===== config.mk =====
export PLATFORM = sky130hd
export DESIGN_NAME = mtwc_ctrl
export DESIGN_NICKNAME = d
export VERILOG_FILES = /design/src/mtwc_pkg.sv /design/src/mtwc_ctrl.sv /design/src/mtwc_tag_cmp.sv /design/src/mtwc_filter_mem.sv
export VERILOG_INCLUDE_DIRS = /design/src
export SDC_FILE = /design/constraint.sdc
export NUM_CORES = 1
export LEC_CHECK = 0
export BUFFER_PORTS_ARGS = -buffer_cell sky130_fd_sc_hd__buf_2
export CORE_AREA = 2 2 160 162
export DETAILED_ROUTE_END_ITERATION = 7
export DIE_AREA = 0 0 162 164
export GPL_TIMING_DRIVEN = 0
export PLACE_DENSITY = 0.82
export REMOVE_ABC_BUFFERS = 1
export SYNTH_ARGS = -nofsm -noshare
export SYNTH_HDL_FRONTEND = slang
export SYNTH_SLANG_ARGS = --single-unit

===== constraint.sdc =====
create_clock -name mclk_in -period 7.63 [get_ports mclk_in]
set_clock_uncertainty 0.1 [all_clocks]
set_input_delay 1.526 -clock mclk_in [delete_from_list [all_inputs] [get_ports mclk_in]]
set_output_delay 1.526 -clock mclk_in [all_outputs]
set_load 0.02 [all_outputs]

===== src/mtwc_params.svh =====
// Purpose: constants for the tag, wake and checksum control registers
// Assumes: word-indexed offsets, byte address is four times the index
// Notes: all numbers live here; the package holds the types
//
// Overview of operation
// - first tag value compared with frame bytes 13-14
// - second tag value compared with frame bytes 13-14
// - tagged frames allow 1522 instead of 1518
// - first filter write after reset hits word zero
// - filter pointer wraps after eight words
// - unicast wake on destination bit zero clear
// - wake frame received sets flag bit 6
// - magic packet received sets flag bit 5
// - wake frame enable bit 2 arms filter detection
// - magic packet enable bit 1 arms magic mode
// - control bit 16 enables transmit checksum engine
// - mode bit picks start at 14 or L3
// - control bit 0 enables receive checksum engine
`ifndef MTWC_PARAMS_SVH
`define MTWC_PARAMS_SVH
`define MTWC_IDX_TAG1 4'h9
`define MTWC_IDX_TAG2 4'ha
`define MTWC_IDX_WFILT 4'hb
`define MTWC_IDX_WCSR 4'hc
`define MTWC_IDX_COE 4'hd
`define MTWC_RST_WORD 32'h0000_0000
`define MTWC_TAG_MASK 32'h0000_ffff
`define MTWC_WCSR_MASK 32'h0000_0266
`define MTWC_COE_MASK 32'h0001_0003
`define MTWC_BIT_GUE 9
`define MTWC_BIT_WFSEEN 6
`define MTWC_BIT_MPSEEN 5
`define MTWC_BIT_WFEN 2
`define MTWC_BIT_MAGIC_PACKET_WAKE_EN 1
`define MTWC_BIT_TXCOE 16
`define MTWC_BIT_RXMODE 1
`define MTWC_BIT_RXCOE 0
`define MTWC_MAX_LEN 11'd1518
`define MTWC_MAX_LEN_TAG 11'd1522
`define MTWC_RX_START_PLAIN 8'd14
`define MTWC_FILT_WORDS 8
`endif


===== src/mtwc_pkg.sv =====
// Purpose: types for the tag, wake and checksum control block
// Assumes: nothing beyond the params header
// Notes: structs carry the control outputs and frame strobes
package mtwc_pkg;
  // decoded register controls
  typedef struct packed {
    logic tx_checksum_engine_on;
    logic rx_checksum_engine_on;
    logic rx_checksum_start_mode;
    logic wake_frame_detect_en;
    logic magic_packet_wake_en;
    logic global_unicast_wake_en;
  } mtwc_ctrl_t;
  // receive-side event strobes from the frame logic
  typedef struct packed {
    logic magic_ok;
    logic wake_frame_ok;
    logic frame_start;
    logic dest_bit0;
  } mtwc_rxev_t;
endpackage


===== src/mtwc_ctrl.sv =====
// Purpose: tag match, wake control/status, checksum engine control
// Assumes: AHB-Lite single word transfers, zero wait states
// Notes: frame logic outside drives the rx strobes on mclk_in
`timescale 1ns/10ps
`default_nettype none
`include "mtwc_params.svh"
module mtwc_ctrl (
  input wire logic mclk_in,
  input wire logic sys_rst_in,
  input wire logic soft_rst_in,
  input wire logic hsel_in,
  input wire logic [31:0] haddr_in,
  input wire logic [1:0] htrans_in,
  input wire logic hwrite_in,
  input wire logic [2:0] hsize_in,
  input wire logic [31:0] hwdata_in,
  input wire logic hready_in,
  output logic [31:0] hrdata_out,
  output logic hreadyout_out,
  output logic hresp_out,
  input wire mtwc_pkg::mtwc_rxev_t rxev_in,
  input wire logic [15:0] type_field_in,
  input wire logic type_valid_in,
  input wire logic [2:0] filt_idx_in,
  output logic [31:0] filt_word_out,
  output mtwc_pkg::mtwc_ctrl_t ctrl_out,
  output logic first_tag_hit_out,
  output logic second_tag_hit_out,
  output logic [10:0] max_frame_len_out,
  output logic [7:0] rx_checksum_start_out,
  output logic wake_out
);
  import mtwc_pkg::*;

  logic [15:0] first_tag_value_q;
  logic [15:0] second_tag_value_q;
  logic [31:0] wcsr_q;
  logic [31:0] coe_q;
  logic [31:0] wcsr_d;
  logic ph_wr_q;
  logic ph_rd_q;
  logic [3:0] ph_idx_q;
  logic [31:0] rdata_q;
  logic tagged_q;
  logic wake_q;
  logic addr_ok_w;
  logic take_w;
  logic [3:0] idx_w;
  logic hit1_w;
  logic hit2_w;
  logic filt_wr_w;
  logic wr_tag1_w;
  logic wr_tag2_w;
  logic wr_wcsr_w;
  logic wr_coe_w;
  logic [31:0] rd_mux_w;
  logic unicast_w;

  // address phase decode; only word offsets 0x00..0x3f hit this block
  assign take_w = hsel_in && hready_in && htrans_in[1];
  assign addr_ok_w = (haddr_in[31:6] == 26'h0) && (haddr_in[1:0] == 2'b00);
  assign idx_w = haddr_in[5:2];

  // capture the address phase for the data phase that follows
  always_ff @(posedge mclk_in or posedge sys_rst_in) begin
    if (sys_rst_in) begin
      ph_wr_q <= 1'b0;
      ph_rd_q <= 1'b0;
      ph_idx_q <= 4'h0;
    end else begin
      ph_wr_q <= take_w && hwrite_in && addr_ok_w;
      ph_rd_q <= take_w && !hwrite_in && addr_ok_w;
      ph_idx_q <= idx_w;
    end
  end

  // data phase write strobes
  assign wr_tag1_w = ph_wr_q && (ph_idx_q == `MTWC_IDX_TAG1);
  assign wr_tag2_w = ph_wr_q && (ph_idx_q == `MTWC_IDX_TAG2);
  assign wr_wcsr_w = ph_wr_q && (ph_idx_q == `MTWC_IDX_WCSR);
  assign wr_coe_w = ph_wr_q && (ph_idx_q == `MTWC_IDX_COE);
  assign filt_wr_w = ph_wr_q && (ph_idx_q == `MTWC_IDX_WFILT);

  // zero wait states; response always OKAY
  assign hreadyout_out = 1'b1;
  assign hresp_out = 1'b0;

  assign rd_mux_w =
    (idx_w == `MTWC_IDX_TAG1) ? {16'h0000, first_tag_value_q} :
    (idx_w == `MTWC_IDX_TAG2) ? {16'h0000, second_tag_value_q} :
    (idx_w == `MTWC_IDX_WCSR) ? (wcsr_q & `MTWC_WCSR_MASK) :
    (idx_w == `MTWC_IDX_COE) ? (coe_q & `MTWC_COE_MASK) :
    32'h0000_0000; // filter port and unmapped words read zero

  // read data registered at the address phase, held through data phase
  always_ff @(posedge mclk_in or posedge sys_rst_in) begin
    if (sys_rst_in) begin
      rdata_q <= 32'h0000_0000;
    end else if (take_w && !hwrite_in) begin
      rdata_q <= addr_ok_w ? rd_mux_w : 32'h0000_0000;
    end
  end
  assign hrdata_out = rdata_q;

  // tag registers; soft reset returns them to default
  always_ff @(posedge mclk_in or posedge sys_rst_in) begin
    if (sys_rst_in) begin
      first_tag_value_q <= 16'h0000;
      second_tag_value_q <= 16'h0000;
    end else if (soft_rst_in) begin
      first_tag_value_q <= 16'h0000;
      second_tag_value_q <= 16'h0000;
    end else begin
      if (wr_tag1_w) first_tag_value_q <= hwdata_in[15:0];
      if (wr_tag2_w) second_tag_value_q <= hwdata_in[15:0];
    end
  end

  // magic flag set wins over clear, written one clears it
  always_comb begin
    wcsr_d = wcsr_q;
    if (wr_wcsr_w) begin
      wcsr_d = hwdata_in & `MTWC_WCSR_MASK;
      wcsr_d[`MTWC_BIT_WFSEEN] = wcsr_q[`MTWC_BIT_WFSEEN] &
                                 !hwdata_in[`MTWC_BIT_WFSEEN];
      wcsr_d[`MTWC_BIT_MPSEEN] = wcsr_q[`MTWC_BIT_MPSEEN] &
                                 !hwdata_in[`MTWC_BIT_MPSEEN];
    end
    if (rxev_in.wake_frame_ok && wcsr_q[`MTWC_BIT_WFEN])
      wcsr_d[`MTWC_BIT_WFSEEN] = 1'b1;
    if (rxev_in.magic_ok && wcsr_q[`MTWC_BIT_MAGIC_PACKET_WAKE_EN])
      wcsr_d[`MTWC_BIT_MPSEEN] = 1'b1;
  end

  always_ff @(posedge mclk_in or posedge sys_rst_in) begin
    if (sys_rst_in) begin
      wcsr_q <= `MTWC_RST_WORD;
    end else if (soft_rst_in) begin
      wcsr_q <= `MTWC_RST_WORD;
    end else begin
      wcsr_q <= wcsr_d;
    end
  end

  // engine control bits stored as written
  always_ff @(posedge mclk_in or posedge sys_rst_in) begin
    if (sys_rst_in) begin
      coe_q <= `MTWC_RST_WORD;
    end else if (soft_rst_in) begin
      coe_q <= `MTWC_RST_WORD;
    end else if (wr_coe_w) begin
      coe_q <= hwdata_in & `MTWC_COE_MASK;
    end
  end

  assign ctrl_out.tx_checksum_engine_on = coe_q[`MTWC_BIT_TXCOE];
  assign ctrl_out.rx_checksum_engine_on = coe_q[`MTWC_BIT_RXCOE];
  assign ctrl_out.rx_checksum_start_mode = coe_q[`MTWC_BIT_RXMODE];
  assign ctrl_out.wake_frame_detect_en = wcsr_q[`MTWC_BIT_WFEN];
  assign ctrl_out.magic_packet_wake_en = wcsr_q[`MTWC_BIT_MAGIC_PACKET_WAKE_EN];
  assign ctrl_out.global_unicast_wake_en = wcsr_q[`MTWC_BIT_GUE];

  // start offset; in L3 mode the engine adjusts per frame (zero)
  assign rx_checksum_start_out = coe_q[`MTWC_BIT_RXMODE] ? 8'h00 :
                                 `MTWC_RX_START_PLAIN;

  mtwc_tag_cmp u_cmp1 (
    .tag_value_in(first_tag_value_q),
    .type_field_in(type_field_in),
    .match_out(hit1_w)
  );
  mtwc_tag_cmp u_cmp2 (
    .tag_value_in(second_tag_value_q),
    .type_field_in(type_field_in),
    .match_out(hit2_w)
  );

  // tagged state held for the frame, cleared at the next frame start
  always_ff @(posedge mclk_in or posedge sys_rst_in) begin
    if (sys_rst_in) begin
      tagged_q <= 1'b0;
      first_tag_hit_out <= 1'b0;
      second_tag_hit_out <= 1'b0;
    end else if (rxev_in.frame_start) begin
      tagged_q <= 1'b0;
      first_tag_hit_out <= 1'b0;
      second_tag_hit_out <= 1'b0;
    end else if (type_valid_in) begin
      tagged_q <= hit1_w || hit2_w;
      first_tag_hit_out <= hit1_w;
      second_tag_hit_out <= hit2_w;
    end
  end
  assign max_frame_len_out = tagged_q ? `MTWC_MAX_LEN_TAG : `MTWC_MAX_LEN;

  assign unicast_w = rxev_in.frame_start && !rxev_in.dest_bit0 &&
                     wcsr_q[`MTWC_BIT_GUE];
  // wake request held until software writes the wake register or a reset clears it
  always_ff @(posedge mclk_in or posedge sys_rst_in) begin
    if (sys_rst_in) begin
      wake_q <= 1'b0;
    end else if (soft_rst_in) begin
      wake_q <= 1'b0;
    end else if (unicast_w || (wcsr_d[`MTWC_BIT_WFSEEN] &&
                 !wcsr_q[`MTWC_BIT_WFSEEN]) ||
                 (wcsr_d[`MTWC_BIT_MPSEEN] && !wcsr_q[`MTWC_BIT_MPSEEN])) begin
      wake_q <= 1'b1;
    end else if (wr_wcsr_w) begin
      wake_q <= 1'b0;
    end
  end
  assign wake_out = wake_q;

  mtwc_filter_mem #(
    .WORDS(`MTWC_FILT_WORDS)
  ) u_filt (
    .mclk_in(mclk_in),
    .sys_rst_in(sys_rst_in),
    .soft_rst_in(soft_rst_in),
    .wr_in(filt_wr_w),
    .wdata_in(hwdata_in),
    .rd_idx_in(filt_idx_in),
    .rd_word_out(filt_word_out),
    .ptr_out()
  );

  len_tag_a: assert property (@(posedge mclk_in) disable iff (sys_rst_in)
    (type_valid_in && !rxev_in.frame_start && (hit1_w || hit2_w))
    |=> max_frame_len_out == 11'd1522)
    else $error("tagged frame length not raised");
  first_hit_a: assert property (@(posedge mclk_in) disable iff (sys_rst_in)
    (type_valid_in && !rxev_in.frame_start && first_tag_value_q != 16'h0 &&
     type_field_in == first_tag_value_q) |=> first_tag_hit_out)
    else $error("first tag match missed");
  second_hit_a: assert property (@(posedge mclk_in) disable iff (sys_rst_in)
    (type_valid_in && !rxev_in.frame_start && second_tag_value_q != 16'h0 &&
     type_field_in == second_tag_value_q) |=> second_tag_hit_out)
    else $error("second tag match missed");
  magic_set_a: assert property (@(posedge mclk_in) disable iff (sys_rst_in)
    (rxev_in.magic_ok && wcsr_q[1] && !soft_rst_in) |=> wcsr_q[5])
    else $error("magic flag not set");
  wframe_set_a: assert property (@(posedge mclk_in) disable iff (sys_rst_in)
    (rxev_in.wake_frame_ok && wcsr_q[2] && !soft_rst_in) |=> wcsr_q[6])
    else $error("wake frame flag not set");
  unicast_wake_a: assert property (@(posedge mclk_in) disable iff (sys_rst_in)
    (unicast_w && !soft_rst_in) |=> wake_out)
    else $error("unicast wake missed");
  tx_engine_a: assert property (@(posedge mclk_in) disable iff (sys_rst_in)
    (wr_coe_w && !soft_rst_in)
    |=> ctrl_out.tx_checksum_engine_on == $past(hwdata_in[16]))
    else $error("tx engine enable mismatch");
  rx_engine_a: assert property (@(posedge mclk_in) disable iff (sys_rst_in)
    (wr_coe_w && !soft_rst_in)
    |=> ctrl_out.rx_checksum_engine_on == $past(hwdata_in[0]))
    else $error("rx engine enable mismatch");
  resv_zero_a: assert property (@(posedge mclk_in) disable iff (sys_rst_in)
    (take_w && !hwrite_in && idx_w == `MTWC_IDX_COE)
    |=> hrdata_out[31:17] == 15'h0)
    else $error("reserved bits read nonzero");
  start_off_a: assert property (@(posedge mclk_in) disable iff (sys_rst_in)
    !coe_q[1] |-> rx_checksum_start_out == 8'd14)
    else $error("plain start offset wrong");
  start_l3_a: assert property (@(posedge mclk_in) disable iff (sys_rst_in)
    coe_q[1] |-> rx_checksum_start_out == 8'h00)
    else $error("l3 start offset wrong");
  len_plain_a: assert property (@(posedge mclk_in) disable iff (sys_rst_in)
    !tagged_q |-> max_frame_len_out == 11'd1518)
    else $error("untagged frame length wrong");
  first_miss_a: assert property (@(posedge mclk_in) disable iff (sys_rst_in)
    (type_valid_in && !rxev_in.frame_start &&
     type_field_in != first_tag_value_q) |=> !first_tag_hit_out)
    else $error("false first tag hit");
  second_miss_a: assert property (@(posedge mclk_in) disable iff (sys_rst_in)
    (type_valid_in && !rxev_in.frame_start &&
     type_field_in != second_tag_value_q) |=> !second_tag_hit_out)
    else $error("false second tag hit");
  wcsr_resv_a: assert property (@(posedge mclk_in) disable iff (sys_rst_in)
    (take_w && !hwrite_in && idx_w == `MTWC_IDX_WCSR)
    |=> (hrdata_out & ~`MTWC_WCSR_MASK) == 32'h0)
    else $error("wake reserved bits read nonzero");
  filt_rd_zero_a: assert property (@(posedge mclk_in) disable iff (sys_rst_in)
    (take_w && !hwrite_in && idx_w == `MTWC_IDX_WFILT)
    |=> hrdata_out == 32'h0)
    else $error("filter port read nonzero");
  magic_clr_a: assert property (@(posedge mclk_in) disable iff (sys_rst_in)
    (wr_wcsr_w && hwdata_in[5] && !(rxev_in.magic_ok && wcsr_q[1]))
    |=> !wcsr_q[5])
    else $error("magic flag not cleared");
  wframe_clr_a: assert property (@(posedge mclk_in) disable iff (sys_rst_in)
    (wr_wcsr_w && hwdata_in[6] && !(rxev_in.wake_frame_ok && wcsr_q[2]))
    |=> !wcsr_q[6])
    else $error("wake frame flag not cleared");
  // no wake frame flag while disabled
  wframe_off_a: assert property (@(posedge mclk_in) disable iff (sys_rst_in)
    (!wcsr_q[6] && !wcsr_q[2]) |=> !wcsr_q[6])
    else $error("wake frame flag set while disabled");
  magic_off_a: assert property (@(posedge mclk_in) disable iff (sys_rst_in)
    (!wcsr_q[5] && !wcsr_q[1]) |=> !wcsr_q[5])
    else $error("magic flag set while disabled");
  // tx engine holds without a write
  tx_hold_a: assert property (@(posedge mclk_in) disable iff (sys_rst_in)
    (!wr_coe_w && !soft_rst_in)
    |=> $stable(ctrl_out.tx_checksum_engine_on))
    else $error("tx engine enable changed unwritten");

  filt_write_c: cover property (@(posedge mclk_in) filt_wr_w);
  tagged_c: cover property (@(posedge mclk_in) tagged_q);
  magic_c: cover property (@(posedge mclk_in) wcsr_q[5]);
  wake_c: cover property (@(posedge mclk_in) wake_out);
  // engine bits both on at once
  coe_both_c: cover property (@(posedge mclk_in)
    coe_q[`MTWC_BIT_TXCOE] && coe_q[`MTWC_BIT_RXCOE]);
endmodule
`default_nettype wire


===== src/mtwc_tag_cmp.sv =====
// Purpose: compare one tag value with frame bytes thirteen and fourteen
// Assumes: type field presented once the two bytes are in
// Notes: a zero tag value never matches, so an unused register is idle
`timescale 1ns/10ps
`default_nettype none
module mtwc_tag_cmp (
  input wire logic [15:0] tag_value_in,
  input wire logic [15:0] type_field_in,
  output logic match_out
);
  // zero guard keeps untouched registers from flagging untagged frames
  assign match_out = (tag_value_in != 16'h0000) &&
                     (tag_value_in == type_field_in);
endmodule
`default_nettype wire


===== src/mtwc_filter_mem.sv =====
// Purpose: write-only wake-up filter store with auto-increment pointer
// Assumes: one write strobe per bus write to the filter port
// Notes: contents are read by the external filter matcher only
`timescale 1ns/10ps
`default_nettype none
`include "mtwc_params.svh"
module mtwc_filter_mem #(
  parameter int WORDS = `MTWC_FILT_WORDS
) (
  input wire logic mclk_in,
  input wire logic sys_rst_in,
  input wire logic soft_rst_in,
  input wire logic wr_in,
  input wire logic [31:0] wdata_in,
  input wire logic [$clog2(WORDS)-1:0] rd_idx_in,
  output logic [31:0] rd_word_out,
  output logic [$clog2(WORDS)-1:0] ptr_out
);
  localparam int PW = $clog2(WORDS);
  logic [31:0] mem_q [WORDS];
  logic [PW-1:0] ptr_q;
  logic [PW-1:0] ptr_d;
  logic last_w;

  // depth must be a power of two so the pointer wraps by itself
  if (WORDS < 2 || (1 << PW) != WORDS) begin : g_depth_chk
    $error("filter depth must be a power of two");
  end

  assign last_w = (ptr_q == PW'(WORDS - 1));
  assign ptr_d = last_w ? '0 : ptr_q + 1'b1;
  assign ptr_out = ptr_q;

  always_ff @(posedge mclk_in or posedge sys_rst_in) begin
    if (sys_rst_in) begin
      ptr_q <= '0;
    end else if (soft_rst_in) begin
      ptr_q <= '0;
    end else if (wr_in) begin
      ptr_q <= ptr_d;
    end
  end

  // storage needs no reset; matcher ignores it until software loads it
  always_ff @(posedge mclk_in) begin
    if (wr_in && !soft_rst_in) begin
      mem_q[ptr_q] <= wdata_in;
    end
  end

  // registered lookup port for the matcher
  always_ff @(posedge mclk_in or posedge sys_rst_in) begin
    if (sys_rst_in) begin
      rd_word_out <= 32'h0000_0000;
    end else begin
      rd_word_out <= mem_q[rd_idx_in];
    end
  end

  wrap_check_a: assert property (@(posedge mclk_in) disable iff (sys_rst_in)
    (wr_in && !soft_rst_in && last_w) |=> ptr_q == '0)
    else $error("filter pointer failed to wrap");
  soft_zero_a: assert property (@(posedge mclk_in) disable iff (sys_rst_in)
    soft_rst_in |=> ptr_q == '0)
    else $error("filter pointer not cleared by soft reset");
endmodule
`default_nettype wire


# Yosys cells after proc, flatten, opt, wreduce, memory -nomap -nowiden
# Memories as Yosys holds them, arrays and structs flattened. A register that Yosys moved wholly into a read port is not among the register bits.
# Index checks and enable logic that the tools add are counted.
[word_totals] register_bits=103 inputBits=99 wordCells=101 ramBits=256 memories=1
[classes] eq_ne=12 n_reduce_logical=41 muxes=31 bitwise_logic=2 n_addsub=1
[memory_table] memory="u_filt.mem_q" depth=8 width=32 rd=1 rd_ports_with_merged_regs=1 write_ports=1 line="mtwc_filter_mem.sv:20" source="logic [31:0] mem_q [WORDS];"
[ops] operator="$mux 17" n=7
[ops] operator="$mux 16" n=4
[ops] operator="$eq 4x4->1 const B" n=9
[ops] operator="$eq 16x16->1" n=2
[ops] operator="$reduce_bool 16->1" n=2
[ops] operator="$logic_not 26->1" n=1
[ops] operator="$logic_and 1x1->1" n=20
[ops] operator="$mux 10" n=2
[ops] operator="$mux 1" n=13
[ops] operator="$reduce_bool 2->1" n=6
[ops] operator="$mux 3" n=3
[ops] operator="$logic_not 1->1" n=7
[ops] operator="$mux 5" n=1
[ops] operator="$mux 4" n=1
[ops] operator="$add 3x1->3 const B" n=1
[ops] operator="$eq 3x3->1 const B" n=1
[ops] operator="$logic_or 1x1->1" n=3
[ops] operator="$reduce_bool 3->1" n=1
[ops] operator="$and 1x1->1" n=2
[ops] operator="$logic_not 2->1" n=1

# Depth between registers and ports, before layout
[depth] word_depth=9 mapped_depth=6 depth_no_buf=5

# Hierarchy
# Synthesis repeated with hierarchy kept, for this count alone.
[hier_totals] hier_cells=828 area_unflattened_um2=14597.8
[by_module_without_submodules] mod="mtwc_filter_mem" n_inst=1 area_each_um2=10795.4 cells_each=430
[by_module_without_submodules] mod="mtwc_ctrl" n_inst=1 area_each_um2=3334.4 cells_each=344
[by_module_without_submodules] mod="mtwc_tag_cmp" n_inst=2 area_each_um2=234.0 cells_each=27

# Worst setup path after synthesis
# Ideal clock, no wire load.
[synth_path] kind="input -> register" start="input port soft_rst_in" end="memory u_filt.mem_q[6][0] (enable)" arrival_ns=4.879 n_path_buf=1 slack_ns=2.149 cell_stages=2 path_cell_list="clkbuf_1 > nor4_1"
[synth_via] elab_chain_len=4
[synth_lines] element="start, declared" line="mtwc_ctrl.sv:10" source="input wire logic soft_rst_in,"
[synth_lines] element="$logic_not 1->1" line="mtwc_filter_mem.sv:46" source="if (wr_in && !soft_rst_in) begin"
[synth_lines] element="$logic_and 1x1->1" line="mtwc_filter_mem.sv:46"
[synth_lines] element="$mux 1" line="mtwc_filter_mem.sv:46"
[synth_lines] element="$mux 1 (not written as such)" line="mtwc_filter_mem.sv:47" source="mem_q[ptr_q] <= wdata_in;"
[synth_lines] element="end, declared" line="mtwc_filter_mem.sv:20"
# Every way passes these cells.

# Worst setup path in the final report
[layout_path] start="input port soft_rst_in" end="memory u_filt.mem_q[5][29] (enable)"
# The elaborated chain is that of the path after synthesis.

==> results.yml <==
sta:
  rsz0062_at_grt: "false"
  layout_min_cycle_time_ns: 3.51
  min_period_over_period_pct: 46.0
  final-hold-violation-count: 0
  setup_viol: 0
  drv_slew: 0
  timing.slew.headroom_pct: 12.3
  tightest_slew_ns: 1.31
  fmax_mhz: 285
finish:
  design_area_um2: 16600
  syn2layout_area_growth_pct: 16.6
  multiInputGateArea_um2: 3680
  finish.utilization_pct: 66.8
  regArea_um2: 10200
  diodes: 0
  nets: 1097
  fill_cells: 1658
  drive_above_1_share_pct: 33.5
global_routing:
  grtUsageTotal_pct: 24.0
  grt_max_degree: 65
  grt_pass1_vias: 8134
  antenna_found_initial: 0
  grt_overflow: 0
  grt_pass1_wl_um: 47500
route:
  ant_nets: 0
  routedWlPerCell_um: 23.0
  vias: 7933
  wirelength_um: 31100
  detail_route.iter0.violations: 703
  drc: 0
  vias_per_cell: 5.87
  dr.pass1.iters: 5
min_path:
  min_to: "second_tag_hit_out"
  min_from: "second_tag_hit_out"
  holdPathStages: 2
  hp-class: "reg -> reg"
clocking:
  cts.sinks: 357
  cts_tree: "done"
  cts_root_buffer: "clkbuf_16"
  htree_levels: 2
  cts-buffers-inserted: 36
  hold_buffers: 0
  clkTransAtPathRegs_ns: 0.06
  clk_path_buf_depth: 3
  cts_setup_buffers: 0
  clk_latency_ns: 0.51
  cts_resized: 0
floorplan:
  initial_core_util_pct: 57.2
  die_h_um: 164
  die_x_um: 162
  dieArea_um2: 26600
  rows: 58
  core-area_um2: 24800
  io_pins: 193
worst_setup_path:
  rr_startpoint: "ph_idx_q[2]"
  slowest_delay_ns: 0.86
  crit_path_start: "soft_rst_in"
  slowest_stage: "nor3b_2"
  rrSetupSlack_ns: 4.61
  arrival_ns: 3.62
  crit_required_ns: 7.74
  rr_endpoint: "u_filt.mem_q[5][29]"
  path_class: "in -> reg"
  crit_fanout: 47
  cp-start-kind: "primary input"
  crit_path_end_kind: "register"
  crit_top_cell: "buf_6"
  crit_chain: "buf_2 -> nor2_1 -> nand2_1 -> nor3b_2 -> buf_6 -> buf_6"
  reg2regPathDepth: 6
logic_synthesis:
  async_reset_ff_share_pct: 28.3
  synth_edf_count: 256
  ys.flop_type: "edfxtp_1"
  synth.distinct_cells: 44
  synthesis.area_um2: 14200
  synthesis.instances: 821
  ys_warn_count: 0
  synth_seq_area_share_pct: 71.9
  ys_ff_latch: 357
  syn-mean-instance-area_um2: 17.3
place:
  io_buffers: 158
  gp_congestion: 0.861
  dpl.hpwl_um: 19400
  postPlaceCellArea_um2: 15500
power:
  ir_drop_v: 0.000148
  p_leak_nw: 6.18
  p_per_area_nw_per_um2: 240
job:
  max_cap_viol_count: 0
outcome:
  status: "finished clean"
==> cell families after synthesis <==
| group | count (synthesis) | synth area share (%) |
|---|---|---|
| other cells | 2 | 0.0529 |
| fa+ha+maj | 2 | 0.176 |
| compound gates | 65 | 2.70 |
| buf+inv | 77 | 3.22 |
| xor+xnor | 33 | 2.03 |
| simple gates | 168 | 5.73 |
| mux | 117 | 14.2 |
| flops | 357 | 71.9 |
==> power breakdown <==
| group | internal (W) | total (W) | switching, W | leakage (nW) |
|---|---|---|---|---|
| Sequential | 0.00210 | 0.00210 | 0.00000610 | 3.63 |
| Clock | 0.000972 | 0.00167 | 0.000698 | 0.543 |
| Combinational | 0.0000776 | 0.000202 | 0.000124 | 2.01 |
| Total | 0.00314 | 0.00397 | 0.000829 | 6.18 |
==> cell usage in the layout (no fill, tap or decap), drive strengths merged, types with 4 or more instances in the layout <==
master  count
edfxtp    256
buf       182
dfrtp     101
nand2      70
mux4       64
clkbuf     49
nor2       36
mux2       32
conb       30
a21oi      29
xor2       24
mux2i      21
nor4       20
o21ai      15
a22oi      14
clkinv     11
nand4       9
xnor2       9
nor3b       7
nor3        6
inv         5
nor2b       4
or4         4
==> routing by layer <==
| metal | routed length, um | share of wire, % | global-route usage [%] | vias to the layer above |
|---|---|---|---|---|
| met5 | 0 | 0 | 0 | - |
| met4 | 546 | 1.8 | 5.91 | 0 |
| met3 | 2220 | 7.1 | 4.04 | 50 |
| met2 | 15700 | 50 | 40.2 | 383 |
| met1 | 12700 | 41 | 33.7 | 4064 |
| li1 | - | - | - | 3436 |
==> cell type report <==
class	count	area share, %
multi-input cells	415	22.2
well taps	330	2.49
inverters	4	0.106
clock inverters	15	0.785
clock buffers	49	5.92
flip-flops and latches	357	61.7
repair buffers	182	6.83
==> worst max-delay path: cells and delay by family <==
| kind | cells | cell delay, ns |
|---|---|---|
| and+or+nand+nor | 3 | 1.24 |
| buffers and inverters | 3 | 0.81 |
==> flip-flops by register name (all words and copies together), names as in the netlist <==
signal / flops
wcsr_q: 5
u_filt.rd_word_out: 32
hrdata_out: 17
coe_q: 3
second_tag_value_q: 16
wake_out: 1
tagged_q: 1
u_filt.ptr_out: 3
second_tag_hit_out: 1
u_filt.mem_q: 256
first_tag_value_q: 16
first_tag_hit_out: 1
ph_idx_q: 4
ph_wr_q: 1
==> synthesized netlist by cell type, drive strengths merged, types with 2 or more instances <==
cell type / number / area share, %
dfrtp: 101 / 18
mux4: 64 / 10
o31ai: 2 / 0.14
nand4: 9 / 0.40
ha: 2 / 0.18
nor3: 6 / 0.21
nor2: 36 / 0.95
nand3b: 2 / 0.11
buf: 49 / 2.5
inv: 4 / 0.11
nand3: 2 / 0.070
a22oi: 14 / 0.74
nand2b: 2 / 0.088
and3b: 2 / 0.12
mux2: 32 / 2.5
a21boi: 2 / 0.11
or4: 4 / 0.26
edfxtp: 256 / 54
nor3b: 7 / 0.41
a21oi: 29 / 1.0
mux2i: 21 / 1.5
nor2b: 4 / 0.18
clkbuf: 24 / 0.63
xnor2: 9 / 0.55
nor4: 20 / 0.88
conb: 2 / 0.053
o21ai: 15 / 0.53
xor2: 24 / 1.5
nand2: 70 / 1.8
==> how the worst max path moves through the flow <==
stage | slack (ns) | to
final | 4.12 | u_filt.mem_q[5][29]
after global routing | 3.92 | u_filt.mem_q[5][25]
after CTS | 4.11 | u_filt.mem_q[5][29]
after detailed placement | 3.60 | u_filt.mem_q[5][29]
after global placement | -1.14 | u_filt.mem_q[6][29]
after floorplan | 2.30 | u_filt.mem_q[6][0]
==> stage by stage <==
step	power (W)	hold WS, ns	TNS, ns	cells	setup WS [ns]
6_report	0.00397	0.386	0	1352	4.12
5_1_grt	0.00409	0.413	0	1352	3.92
4_1_cts	0.00400	0.382	0	1352	4.11
3_5_place_dp	0.00234	0.361	0	1288	3.60
3_3_place_gp	0.00234	0.361	-36.57	1264	-1.14
2_1_floorplan	0.00224	0.417	0	776	2.30
(Power assumes the default switching activity.)
